File: src/logic/serial_core_consts.vh
// Register offsets, field positions, reset values and timing counts for the serial core
`ifndef SERIAL_CORE_CONSTS_VH
`define SERIAL_CORE_CONSTS_VH

// --------
// Register word offsets (address bits 3:2)
// --------
`define OFS_CONTROL_ZERO 2'h0
`define OFS_CONTROL_ONE 2'h1
`define OFS_STATUS 2'h2
`define OFS_DATA 2'h3

// --------
// Control one fields
// --------
`define C1_SEND_BREAK 0
`define C1_RX_ENABLE 2
`define C1_TX_ENABLE 3
`define C1_IDLE_IRQ_EN 4
`define C1_RX_FULL_IRQ_EN 5
`define C1_TX_COMPLETE_IRQ_EN 6
`define C1_TX_EMPTY_IRQ_EN 7
`define C1_FRAME_LENGTH 9
`define C1_PARITY_ENABLE 10
`define C1_PARITY_TYPE 11
`define C1_WIRED_OR_MODE 14
`define C1_WRITE_MASK 16'h4efd

// --------
// Status fields
// --------
`define ST_TX_EMPTY 8
`define ST_TX_COMPLETE 7
`define ST_RX_FULL 6
`define ST_IDLE 4
`define ST_OVERRUN 3
`define ST_PARITY_ERROR 0
`define ST_RESET 9'h180

// --------
// Widths and counts
// --------
`define DIVISOR_WIDTH 13
`define TICKS_PER_BIT 4'hf
`define MID_BIT 4'h8
`define START_ONES 2'h3

`endif

File: src/logic/async_serial_transmit_core.v
// Serial transmitter core with minimal receiver, baud divider and Avalon-MM register slave
`timescale 1ns/1ps
`include "serial_core_consts.vh"

// Summary of operation
// - Interrupt only for enabled flags; flags always update
// - Start needs three one samples then falling
// - Ten or eleven bit frames by length bit
// - Data goes LSB first after start bit
// - Modulus divider gives clock over 32 times divisor
// - Divisor zero stops all sampling ticks
// - Sixteen times sampling, realigned on line transitions
// - Parity type zero even, one odd
// - Parity before stop; error flag judged one shift early, without the parity sample
// - Data width from length and parity bits
// - Shifter owns pin while enabled or busy
// - Wired-or bit makes pin open drain
// - Data write overwrites buffer, clears empty flag
// - Buffer moves to shifter, empty flag sets
// - Complete flag clears by status read, write
// - Enable sends idle preamble, then complete
// - Break frames repeat while break bit set
// - After break, unless data or preamble queued, mark one bit, set complete
// - Idle enabled: flags set, pin held high
// - Disable finishes frames, discards buffer, releases pin
// - Re-enable during frame queues mark preamble
// - Low data byte access clears armed flags, armed complete only on a write
// - Status read arms only flags set then
module async_serial_transmit_core (
    input wire mclk,
    input wire rst,
    input wire [3:0] address,
    input wire read,
    input wire write,
    input wire [31:0] writedata,
    input wire [3:0] byteenable,
    output reg [31:0] readdata,
    output reg waitrequest,
    input wire rxIn,
    input wire portTxLevel,
    input wire portDirection,
    output reg txOut,
    output reg txOe,
    output reg irq
);

    // --------
    // Helper functions
    // --------
    // Byte-lane merge for the low half word of a register
    function [15:0] mergeLanes;
        input [15:0] old;
        input [15:0] nw;
        input [1:0] be;
        begin
            mergeLanes = {be[1] ? nw[15:8] : old[15:8], be[0] ? nw[7:0] : old[7:0]};
        end
    endfunction

    // Build a frame LSB first: start, data, optional parity, stop ones above
    function [10:0] makeFrame;
        input [8:0] d;
        input m;
        input pe;
        input pt;
        begin
            case ({m, pe})
                2'b00: makeFrame = {2'b11, d[7:0], 1'b0};
                2'b01: makeFrame = {2'b11, (^d[6:0]) ^ pt, d[6:0], 1'b0};
                2'b10: makeFrame = {1'b1, d[8:0], 1'b0};
                default: makeFrame = {1'b1, (^d[7:0]) ^ pt, d[7:0], 1'b0};
            endcase
        end
    endfunction

    // --------
    // Registers and state
    // --------
    localparam TX_IDLE = 3'h0;
    localparam TX_DATA = 3'h1;
    localparam TX_PREAMBLE = 3'h2;
    localparam TX_BREAK = 3'h3;
    localparam TX_MARK = 3'h4;
    localparam RX_IDLE = 2'h0;
    localparam RX_START = 2'h1;
    localparam RX_BITS = 2'h2;

    reg [`DIVISOR_WIDTH-1:0] baudDivisor;
    reg [15:0] controlOne;
    reg [8:0] status;
    reg [8:0] armMask;
    reg [8:0] snapshot;
    reg [8:0] transmitBuffer;
    reg [8:0] rxData;
    reg [`DIVISOR_WIDTH:0] divCount;
    reg tick;
    reg [3:0] txPhase;
    reg [2:0] txState;
    reg [10:0] txShift;
    reg [3:0] txLeft;
    reg preamblePending;
    reg rxMeta;
    reg rxSync;
    reg rxPrev;
    reg [1:0] rxState;
    reg [1:0] onesSeen;
    reg [3:0] rxPhase;
    reg [3:0] rxCount;
    reg [10:0] rxShift;
    reg [7:0] idleTicks;
    reg idleArmed;

    wire txEnable = controlOne[`C1_TX_ENABLE];
    wire frameLength = controlOne[`C1_FRAME_LENGTH];
    wire parityEnable = controlOne[`C1_PARITY_ENABLE];
    wire parityType = controlOne[`C1_PARITY_TYPE];
    wire [3:0] frameBits = frameLength ? 4'hb : 4'ha;
    wire busTake = (read | write) & ~waitrequest;
    wire dataAccess = busTake & (address[3:2] == `OFS_DATA) & byteenable[0];
    wire dataWrite = dataAccess & write;
    wire statusRead = busTake & read & (address[3:2] == `OFS_STATUS) & (byteenable[1:0] != 2'h0);
    wire c1Write = busTake & write & (address[3:2] == `OFS_CONTROL_ONE);
    wire [15:0] nextControlOne = (mergeLanes(controlOne, writedata[15:0], byteenable[1:0]) &
                                  `C1_WRITE_MASK);
    wire bitTick = tick & (txPhase == `TICKS_PER_BIT);
    wire frameDone = bitTick & (txLeft == 4'h1);
    wire txBusy = (txState != TX_IDLE);

    // --------
    // Avalon-MM slave handshake
    // --------
    // Waitrequest drops one cycle after the request so readdata comes from a flop
    always @(posedge mclk) begin
        if (rst) begin
            waitrequest <= 1'b1;
            readdata <= 32'h0;
            snapshot <= 9'h0;
        end else if ((read | write) & waitrequest) begin
            waitrequest <= 1'b0;
            snapshot <= status;
            case (address[3:2])
                `OFS_CONTROL_ZERO: readdata <= {19'h0, baudDivisor};
                `OFS_CONTROL_ONE: readdata <= {16'h0, controlOne};
                `OFS_STATUS: readdata <= {23'h0, status};
                default: readdata <= {23'h0, rxData};
            endcase
        end else begin
            waitrequest <= 1'b1;
        end
    end

    // --------
    // Control registers
    // --------
    wire [15:0] nextDivisor = mergeLanes({3'h0, baudDivisor}, writedata[15:0], byteenable[1:0]);
    always @(posedge mclk) begin
        if (rst) begin
            baudDivisor <= {`DIVISOR_WIDTH{1'b0}};
            controlOne <= 16'h0;
        end else if (busTake & write & (address[3:2] == `OFS_CONTROL_ZERO)) begin
            baudDivisor <= nextDivisor[`DIVISOR_WIDTH-1:0];
        end else if (c1Write) begin
            controlOne <= nextControlOne;
        end
    end

    // --------
    // Baud divider
    // --------
    // Counts twice the divisor per tick: sixteen ticks per bit gives fsys / (32 x divisor)
    always @(posedge mclk) begin
        if (rst || baudDivisor == {`DIVISOR_WIDTH{1'b0}}) begin
            divCount <= {(`DIVISOR_WIDTH+1){1'b0}};
            tick <= 1'b0;
        end else if (divCount >= {baudDivisor, 1'b0} - 1'b1) begin
            divCount <= {(`DIVISOR_WIDTH+1){1'b0}};
            tick <= 1'b1;
        end else begin
            divCount <= divCount + 1'b1;
            tick <= 1'b0;
        end
    end

    // --------
    // Transmit sequencer
    // --------
    // A frame boundary (or idle) picks the next frame: break, preamble, data, mark, idle
    always @(posedge mclk) begin
        if (rst) begin
            txState <= TX_IDLE;
            txShift <= 11'h7ff;
            txLeft <= 4'h0;
            txPhase <= 4'h0;
            preamblePending <= 1'b0;
        end else begin
            if (tick) begin
                txPhase <= txPhase + 1'b1;
            end
            if (c1Write & nextControlOne[`C1_TX_ENABLE] & ~txEnable) begin
                // Busy shifter or not, a cycle of disable and enable queues a preamble
                preamblePending <= 1'b1;
            end
            if (bitTick & (txLeft > 4'h1)) begin
                txShift <= {1'b1, txShift[10:1]};
                txLeft <= txLeft - 1'b1;
            end else if (frameDone | (~txBusy & tick)) begin
                if (~txBusy) begin
                    txPhase <= 4'h0;
                end
                if (txEnable & controlOne[`C1_SEND_BREAK]) begin
                    txState <= TX_BREAK;
                    txShift <= 11'h0;
                    txLeft <= frameBits;
                end else if (preamblePending) begin
                    txState <= TX_PREAMBLE;
                    txShift <= 11'h7ff;
                    txLeft <= frameBits;
                    preamblePending <= 1'b0;
                end else if (txEnable & ~status[`ST_TX_EMPTY]) begin
                    txState <= TX_DATA;
                    txShift <= makeFrame(transmitBuffer, frameLength, parityEnable, parityType);
                    txLeft <= frameBits;
                end else if (txState == TX_BREAK) begin
                    txState <= TX_MARK;
                    txShift <= 11'h7ff;
                    txLeft <= 4'h1;
                end else begin
                    txState <= TX_IDLE;
                    txShift <= 11'h7ff;
                    txLeft <= 4'h0;
                end
            end
        end
    end

    // Buffer loads on any low-byte data write, overwriting unsent data
    wire [15:0] nextBuffer = mergeLanes({7'h0, transmitBuffer}, writedata[15:0], byteenable[1:0]);
    always @(posedge mclk) begin
        if (rst) begin
            transmitBuffer <= 9'h0;
        end else if (dataWrite) begin
            transmitBuffer <= nextBuffer[8:0];
        end
    end

    // --------
    // Receiver
    // --------
    // Line passes two flops first; only the second is read by logic
    always @(posedge mclk) begin
        if (rst) begin
            rxMeta <= 1'b1;
            rxSync <= 1'b1;
        end else begin
            rxMeta <= rxIn;
            rxSync <= rxMeta;
        end
    end

    wire [10:0] rxFrame = frameLength ? rxShift : {1'b1, rxShift[10:1]};
    wire rxParityBad = parityEnable & (frameLength ? ((^rxFrame[9:1]) != parityType) :
                                                     ((^rxFrame[8:1]) != parityType));
    wire rxLast = tick & (rxState == RX_BITS) & (rxPhase == `MID_BIT) & (rxCount == frameBits - 1'b1);
    wire rxFullSet = rxLast & ~status[`ST_RX_FULL];
    wire idleSet = tick & (rxState == RX_IDLE) & idleArmed & (idleTicks == {frameBits, 4'h0});

    // Sampling at mid bit, phase reset on every transition keeps samples centred
    always @(posedge mclk) begin
        if (rst || ~controlOne[`C1_RX_ENABLE]) begin
            rxState <= RX_IDLE;
            rxPrev <= 1'b1;
            onesSeen <= 2'h0;
            rxPhase <= 4'h0;
            rxCount <= 4'h0;
            rxShift <= 11'h7ff;
            idleTicks <= 8'h0;
        end else if (tick) begin
            rxPrev <= rxSync;
            rxPhase <= (rxSync != rxPrev) ? 4'h1 : rxPhase + 1'b1;
            idleTicks <= (rxSync & (rxState == RX_IDLE) & (idleTicks != 8'hff)) ? idleTicks + 1'b1 : 8'h0;
            case (rxState)
                RX_IDLE: begin
                    if (rxSync) begin
                        onesSeen <= (onesSeen == `START_ONES) ? onesSeen : onesSeen + 1'b1;
                    end else if (rxPrev & (onesSeen == `START_ONES)) begin
                        rxState <= RX_START;
                        rxPhase <= 4'h1;
                    end else begin
                        onesSeen <= 2'h0;
                    end
                end
                RX_START: begin
                    if (rxPhase == `MID_BIT) begin
                        rxState <= rxSync ? RX_IDLE : RX_BITS;
                        onesSeen <= 2'h0;
                        rxCount <= 4'h1;
                        rxShift <= {10'h3ff, 1'b0};
                    end
                end
                RX_BITS: begin
                    if (rxPhase == `MID_BIT) begin
                        rxShift <= {rxSync, rxShift[10:1]};
                        rxCount <= rxCount + 1'b1;
                        if (rxLast) begin
                            rxState <= RX_IDLE;
                        end
                    end
                end
                default: rxState <= RX_IDLE;
            endcase
        end
    end

    // Received word kept for software; the frame completes one shift later
    reg rxDeliver;
    always @(posedge mclk) begin
        if (rst) begin
            rxDeliver <= 1'b0;
        end else begin
            rxDeliver <= rxFullSet;
        end
    end

    always @(posedge mclk) begin
        if (rst) begin
            rxData <= 9'h0;
        end else if (rxDeliver) begin
            case ({frameLength, parityEnable})
                2'b00: rxData <= {1'b0, rxFrame[8:1]};
                2'b01: rxData <= {2'b0, rxFrame[7:1]};
                2'b10: rxData <= rxFrame[9:1];
                default: rxData <= {1'b0, rxFrame[8:1]};
            endcase
        end
    end

    // --------
    // Status flags
    // --------
    // Set beats clear: data access clears armed flags, armed complete only on a write; data write also clears empty, enable clears complete
    reg [8:0] setFlags;
    reg [8:0] clearFlags;
    always @* begin
        setFlags = 9'h0;
        clearFlags = 9'h0;
        setFlags[`ST_TX_EMPTY] = (frameDone | (~txBusy & tick)) & txEnable & ~controlOne[`C1_SEND_BREAK] &
                                 ~preamblePending & ~status[`ST_TX_EMPTY];
        setFlags[`ST_TX_EMPTY] = setFlags[`ST_TX_EMPTY] | (~txEnable & ~txBusy);
        setFlags[`ST_TX_COMPLETE] = txBusy & frameDone & (txState != TX_BREAK) &
                                    ~(txEnable & (controlOne[`C1_SEND_BREAK] | ~status[`ST_TX_EMPTY])) &
                                    ~preamblePending;
        setFlags[`ST_RX_FULL] = rxFullSet;
        setFlags[`ST_OVERRUN] = rxLast & status[`ST_RX_FULL];
        setFlags[`ST_PARITY_ERROR] = rxFullSet & rxParityBad;
        setFlags[`ST_IDLE] = idleSet;
        if (dataAccess) begin
            clearFlags = armMask;
        end
        if (dataWrite) begin
            clearFlags[`ST_TX_EMPTY] = 1'b1;
        end else begin
            clearFlags[`ST_TX_COMPLETE] = 1'b0;
        end
        if (c1Write & nextControlOne[`C1_TX_ENABLE] & ~txEnable) begin
            clearFlags[`ST_TX_COMPLETE] = 1'b1;
        end
    end

    always @(posedge mclk) begin
        if (rst) begin
            status <= `ST_RESET;
            armMask <= 9'h0;
            idleArmed <= 1'b0;
        end else begin
            status <= (status & ~clearFlags) | setFlags;
            if (statusRead) begin
                armMask <= snapshot;
            end else if (dataAccess) begin
                armMask <= 9'h0;
            end
            if (rxFullSet) begin
                idleArmed <= 1'b1;
            end else if (idleSet) begin
                idleArmed <= 1'b0;
            end
        end
    end

    // --------
    // Pin and interrupt outputs
    // --------
    // Open drain drives only the low level; the pull-up makes the high
    wire ownPin = txEnable | txBusy;
    wire pinLevel = ownPin ? txShift[0] : portTxLevel;
    wire pinDriven = ownPin | portDirection;
    always @(posedge mclk) begin
        if (rst) begin
            txOut <= 1'b1;
            txOe <= 1'b0;
            irq <= 1'b0;
        end else begin
            txOut <= pinLevel;
            txOe <= pinDriven & (~controlOne[`C1_WIRED_OR_MODE] | ~pinLevel);
            irq <= (status[`ST_TX_EMPTY] & controlOne[`C1_TX_EMPTY_IRQ_EN]) |
                   (status[`ST_TX_COMPLETE] & controlOne[`C1_TX_COMPLETE_IRQ_EN]) |
                   (status[`ST_RX_FULL] & controlOne[`C1_RX_FULL_IRQ_EN]) |
                   (status[`ST_IDLE] & controlOne[`C1_IDLE_IRQ_EN]);
        end
    end

endmodule

File: config.mk
export PLATFORM = sky130hd
export DESIGN_NAME = async_serial_transmit_core
export DESIGN_NICKNAME = d
export VERILOG_FILES = /design/src/logic/async_serial_transmit_core.v
export VERILOG_INCLUDE_DIRS = /design/src /design/src/logic
export SDC_FILE = /design/constraint.sdc
export NUM_CORES = 1
export LEC_CHECK = 0
export BUFFER_PORTS_ARGS = -buffer_cell sky130_fd_sc_hd__buf_2
export CAP_MARGIN = 10
export CORE_MARGIN = 10
export CORE_UTILIZATION = 37
export DETAILED_ROUTE_END_ITERATION = 8
export PLACE_DENSITY = 0.54
export SLEW_MARGIN = 0
export SYNTH_ARGS = -nofsm -noshare
export SYNTH_HDL_FRONTEND = slang
export SYNTH_SLANG_ARGS = --single-unit
export TNS_END_PERCENT = 1
File: constraint.sdc
create_clock -name mclk -period 3.7 [get_ports mclk]
set_clock_uncertainty 0.15 [all_clocks]
set_input_delay 0.185 -clock mclk [delete_from_list [all_inputs] [get_ports mclk]]
set_output_delay 0.185 -clock mclk [all_outputs]
set_load 0.03 [all_outputs]
# After elaboration in Yosys (flattened, before gate mapping)
# Cells that the tools add are included.
classes:
  bitwise: 75
  n_eq_ne: 26
  n_addsub: 9
  magnitude_cmp: 2
  muxes: 65
  n_reduce_logical: 30
ops:
  columns: ["operator", "count"]
  rows:
  - ["$mux 4", 16]
  - ["$mux 11", 5]
  - ["$and 1x1->1", 47]
  - ["$pmux 15 s3", 1]
  - ["$mux 10", 3]
  - ["$pmux 10 s3", 1]
  - ["$mux 9", 3]
  - ["$pmux 11 s2", 1]
  - ["$mux 2", 10]
  - ["$pmux 9 s2", 1]
  - ["$mux 1", 16]
  - ["$reduce_xor 8->1", 2]
  - ["$add 14x1->14 const B", 1]
  - ["$ge 14x14->1", 1]
  - ["$sub 14x1->14 const B", 1]
  - ["$logic_not 13->1", 1]
  - ["$not 1->1", 13]
  - ["$add 4x1->4 const B", 3]
  - ["$mux 3", 4]
  - ["$reduce_and 2->1", 6]
  - ["$reduce_bool 2->1", 6]
  - ["$eq 2x2->1 const B", 5]
  - ["$or 1x1->1", 10]
  - ["$and 9x9->9", 1]
  - ["other kinds (33)", 49]
word_totals:
  out_inout_bits: 36
  ff_bits: 179
  in_bits: 47
  word_cells: 242

# Logic depth before layout (Yosys ltp)
depth:
  word_depth: 11
  ltp_mapped: 13

# Worst setup path before layout
# No wires, ideal clock.
synth_timing:
  kind: "register -> register"
  start: "register baudDivisor[2]"
  end: "register divCount[10]"
  setup_time_ns: 0.128
  period_less_slack_ns: 2.880
  path_buffers: 1
  stages_incl_launch_ff: 13
  t_arrival_ns: 2.603
  required_time_ns: 3.422
  slack_ns: 0.820
  path_cell_list: "dfxtp_1 > nor3_2 > nand3b_1 > or4_1 > nor2_1 > xnor2_1 > ha_1 > nand2_1 > nor4_1 > o31ai_1 > o211ai_1 > clkbuf_1 > nor2_1"
synth_via:
  elab_chain_len: 3
  elab_cells_between_ends: 5
  cone_classes: "add/sub: 1; order compare: 1; reduce/logical: 3"
synth_lines:
  columns: ["item", "line", "text"]
  rows:
  - ["from (decl)", "async_serial_transmit_core.v:88", "reg [`DIVISOR_WIDTH-1:0] baudDivisor;"]
  - ["from (signal assigned)", "async_serial_transmit_core.v:158", "baudDivisor <= {`DIVISOR_WIDTH{1'b0}};"]
  - ["from (signal assigned)", "async_serial_transmit_core.v:161", "baudDivisor <= nextDivisor[`DIVISOR_WIDTH-1:0];"]
  - ["$sub 14x1->14 or $logic_not 13->1 (tied branches)", "async_serial_transmit_core.v:175, async_serial_transmit_core.v:172", null]
  - ["$ge 14x14->1 or $logic_or 1x1->1 (tied branches)", "async_serial_transmit_core.v:175, async_serial_transmit_core.v:172", null]
  - ["$reduce_or 2->1 (no line) (*)", null, null]
  - ["to (signal assigned)", "async_serial_transmit_core.v:173", "divCount <= {(`DIVISOR_WIDTH+1){1'b0}};"]
  - ["to (signal assigned)", "async_serial_transmit_core.v:176", "divCount <= {(`DIVISOR_WIDTH+1){1'b0}};"]
  - ["to (signal assigned)", "async_serial_transmit_core.v:179", "divCount <= divCount + 1'b1;"]
  - ["to (decl)", "async_serial_transmit_core.v:95", "reg [`DIVISOR_WIDTH:0] divCount;"]
# Mark *: on every way between the ends. The rest lies on a longest branch, timed or not.
# A chain may end at the register's enable or synchronous reset.

# Worst setup path in the final report
layout_timing:
  start: "register baudDivisor[2]"
  end: "register tick"
layout_via:
  elab_chain_len: 3
  elab_cells_between_ends: 5
  cone_classes: "add/sub: 1; order compare: 1; mux: 1; reduce/logical: 2"
layout_lines:
  columns: ["item", "line", "text"]
  rows:
  - ["$sub 14x1->14", "async_serial_transmit_core.v:175", "end else if (divCount >= {baudDivisor, 1'b0} - 1'b1) begin"]
  - ["$ge 14x14->1", "async_serial_transmit_core.v:175", null]
  - ["$mux 1", "async_serial_transmit_core.v:175", null]
  - ["to (signal assigned)", "async_serial_transmit_core.v:174", "tick <= 1'b0;"]
  - ["to (signal assigned)", "async_serial_transmit_core.v:177", "tick <= 1'b1;"]
  - ["to (signal assigned)", "async_serial_transmit_core.v:180", "tick <= 1'b0;"]
  - ["to (decl)", "async_serial_transmit_core.v:96", "reg tick;"]
# Several ways; a longest one is shown, not always the timed one.

==> metrics <==
setup TNS=0 ns; Synth Area in Adders=4.53%; Hold Fails Final Rpt=0; Finish-stage setup viols=0; top-count cell post-synth=dfxtp_1; post-synthesis simple-gate area fraction=about a fifth; # DRC=0; total grt overflow=0; WP data arrival=3.16 ns; PwrDens=435 nW/um^2; clock root cell=clkbuf_16; Crit path max-delay family=simple AND/OR/NAND/NOR gates; Iter 0 DRT Violations=approximately 310; antenna-violating nets left=0; largest family of logic cells by synthesized area=simple AND/OR/NAND/NOR gates; unrepaired setup endpoints after global routing=no; Initial Util=38.0%; R2R Path Start=baudDivisor[2]; gpl congestion=0.810; htree depth=4; DP Area=8070 sq um; Synth async-reset ratio=0%; Die H=165 um; hold_sp=write; fin crit share=roughly four fifths; CP max-delay cell=or4_1; number of enable flip-flop cells after synthesis=0; Worst Hold Class=primary input to flop; Worst-path clk slew=approximately 0.060 ns; critical path class=flop to flop; first-pass GRT wire length=31.5 mm; P_leak=3.39 nW; CP Launch Type=flop; via count=about 6000; IR Drop Worst-Case VDD=0.261 mV; Ports=83; top cells by count, synth=dfxtp_1 (160), nor2_1 (113), nand2_1 (110); port bufs=42; WHS Path Cells=4; Max Buffers Root-to-Sink=2; Core Util, Final=43.7%; number of CTS-inserted buffers=17; yosys synthesis warning count=0; Sink Count=160; footprint of the multi-input gates=4180 sq um; Seq cells post-synth=160; die area=27100 sq um; drt wl/cell=15.9 um; core area=20400 sq um; Worst-Margin Slew=slightly below 0.9 ns; non-filler cells, final=1206; FF+latch area=3200 sq um; layout net count=998; Tmin final=about 2.9 ns; # fillers=a little over 2000; multiplexer share of the synthesized area=8.06%; # diodes=0; CTS tree=done; largest net degree at the start of global routing=54; Cell Chain, Critical Path=nor3_2, nand3b_1, or4_1, nor2_1, xnor2_1, ha_1, nand2_1, nor4_1, o31ai_1, o211ai_1, buf_4, and2_1; synth-to-layout area growth=15.1%; Synth area leaders=dfxtp_1 (41%), nor2_1 (5.5%), mux2i_1 (5.4%); R2R cell count=12; Buf+Inv Stages, Crit Path=1; GRT Total Usage=14.5%; fraction of layout cells with a size suffix above 1=12.2%; FF-to-FF setup slack=between 0.7 and 0.8 ns; DP Wirelength=around 14 mm; crit-path max cell delay=0.45 ns; DRT Wirelength=19.2 mm; CP Max Fanout=15; register area share after synthesis=41.4%; status=complete, no violations; synthesized area=7730 sq um; Finished Cell Area=8890 sq um; Fmax=around 340 MHz; row cnt=52; drt via density=between 5 and 6; reg-to-reg endpoint=tick; crit end category=flop; CP required=around 3.9 ns; Slew Limit Fails=0; max_cap viols=0; Mapped Cells=880; Slew headroom=40.5%; Synth Area in Compound Gates=14.0%; Cells after DPL=1156; Pre-antenna DRT Iters=5; Synth top area share=41.4%; Synth cell types=70; Clock Latency Late Sink=0.42 ns; Synth Flop Type=dfxtp_1; antenna violations before repair=0; Worst Hold Endpoint=status[8]; DIE WIDTH=165 um; largest area contributor in the netlist=dfxtp_1; XOR/XNOR Fraction of Synth Area=under 10%; number of global-route vias before repair=5938; Mean Syn Cell Area=approximately 8.8 sq um
placed cells by master (no fill, tap or decap), drive strengths merged, types with 12 or more instances in the layout:
| master | synthesis | routed |
|---|---|---|
| mux2i | 42 | 42 |
| o21ai | 38 | 38 |
| xnor2 | 35 | 35 |
| a21oi | 58 | 58 |
| nand3 | 16 | 16 |
| dfxtp | 160 | 160 |
| clkbuf | 26 | 18 |
| inv | 18 | 23 |
| dlygate4sd3 | 0 | 18 |
| nand2 | 111 | 111 |
| a22oi | 12 | 12 |
| nor3 | 19 | 19 |
| ha | 28 | 28 |
| nand4 | 13 | 13 |
| conb | 1 | 18 |
| xor2 | 19 | 19 |
| buf | 36 | 51 |
| nor2 | 115 | 115 |
report_power, final:
part           internal, mW  leakage, nW  switching [mW]  total, mW
clock network          1.16        0.298           0.762       1.92
registers              1.73         1.29          0.0122       1.75
logic                0.0639         1.80           0.137      0.201
routing by layer:
metal / global-route usage, % / up-vias / wire (um)
met4: 4.15 / 0 / 237
met5: 0 / - / 0
met2: 22.4 / 92 / 8600
met1: 20.1 / 2880 / 9590
met3: 2.76 / 18 / 758
li1: - / 3152 / -
layout make-up:
cell class / instances / share of cell area, %
clock buffers: 18 / 4.94
clock inverters: 14 / 2.29
inverters: 18 / 0.760
multi-input cells: 657 / 47.0
flip-flops and latches: 160 / 36.0
well taps: 270 / 3.80
repair buffers: 69 / 5.18
sequential cells by signal, indices dropped and copies added, names as in the netlist, 8 cells and up:
signal	cells
rxShift	10
controlOne	11
status	9
rxData	9
armMask	9
txShift	11
idleTicks	8
divCount	14
baudDivisor	13
readdata	14
transmitBuffer	9
snapshot	9
per-stage QoR:
step	hold WS, ns	power, mW	worst slack, ns
detailed placement	0.220	1.97	0.751
floorplan	0.138	1.93	0.820
CTS	0.0605	3.91	0.739
global placement	0.219	1.97	0.780
finish	0.0621	3.87	0.754
global route	0.0875	4.01	0.474
kinds of logic after synthesis:
family / after synthesis
XOR/XNOR: 54
buffers and inverters: 80
other: 1
flip-flops: 160
multiplexers: 53
AO/OA/AOI/OAI: 169
adder cells (fa/ha/maj): 28
AND/OR/NAND/NOR: 335
what timing repair did:
action                                 4_1_cts  5_1_grt
hold buffers                                18        0
resized for setup                            0        0
buffers inserted                             0        0
endpoints found under the hold margin       36        0
worst max path at each step:
| stage | startpoint | to | cells past startpoint |
|---|---|---|---|
| 2_1_floorplan | baudDivisor[2] | divCount[10] | 12 |
| 3_3_place_gp | baudDivisor[0] | tick | 13 |
| 3_5_place_dp | baudDivisor[2] | tick | 12 |
| 4_1_cts | baudDivisor[2] | tick | 12 |
| 5_1_grt | baudDivisor[2] | tick | 12 |
| 6_report | baudDivisor[2] | tick | 12 |
worst min-delay path: stages:
cell,delay [ns]
buf_2,0.14
o21ai_0,0.15
a211oi_1,0.07
o31ai_1,0.06
No activity file was read; power rests on OpenSTA's default activity.
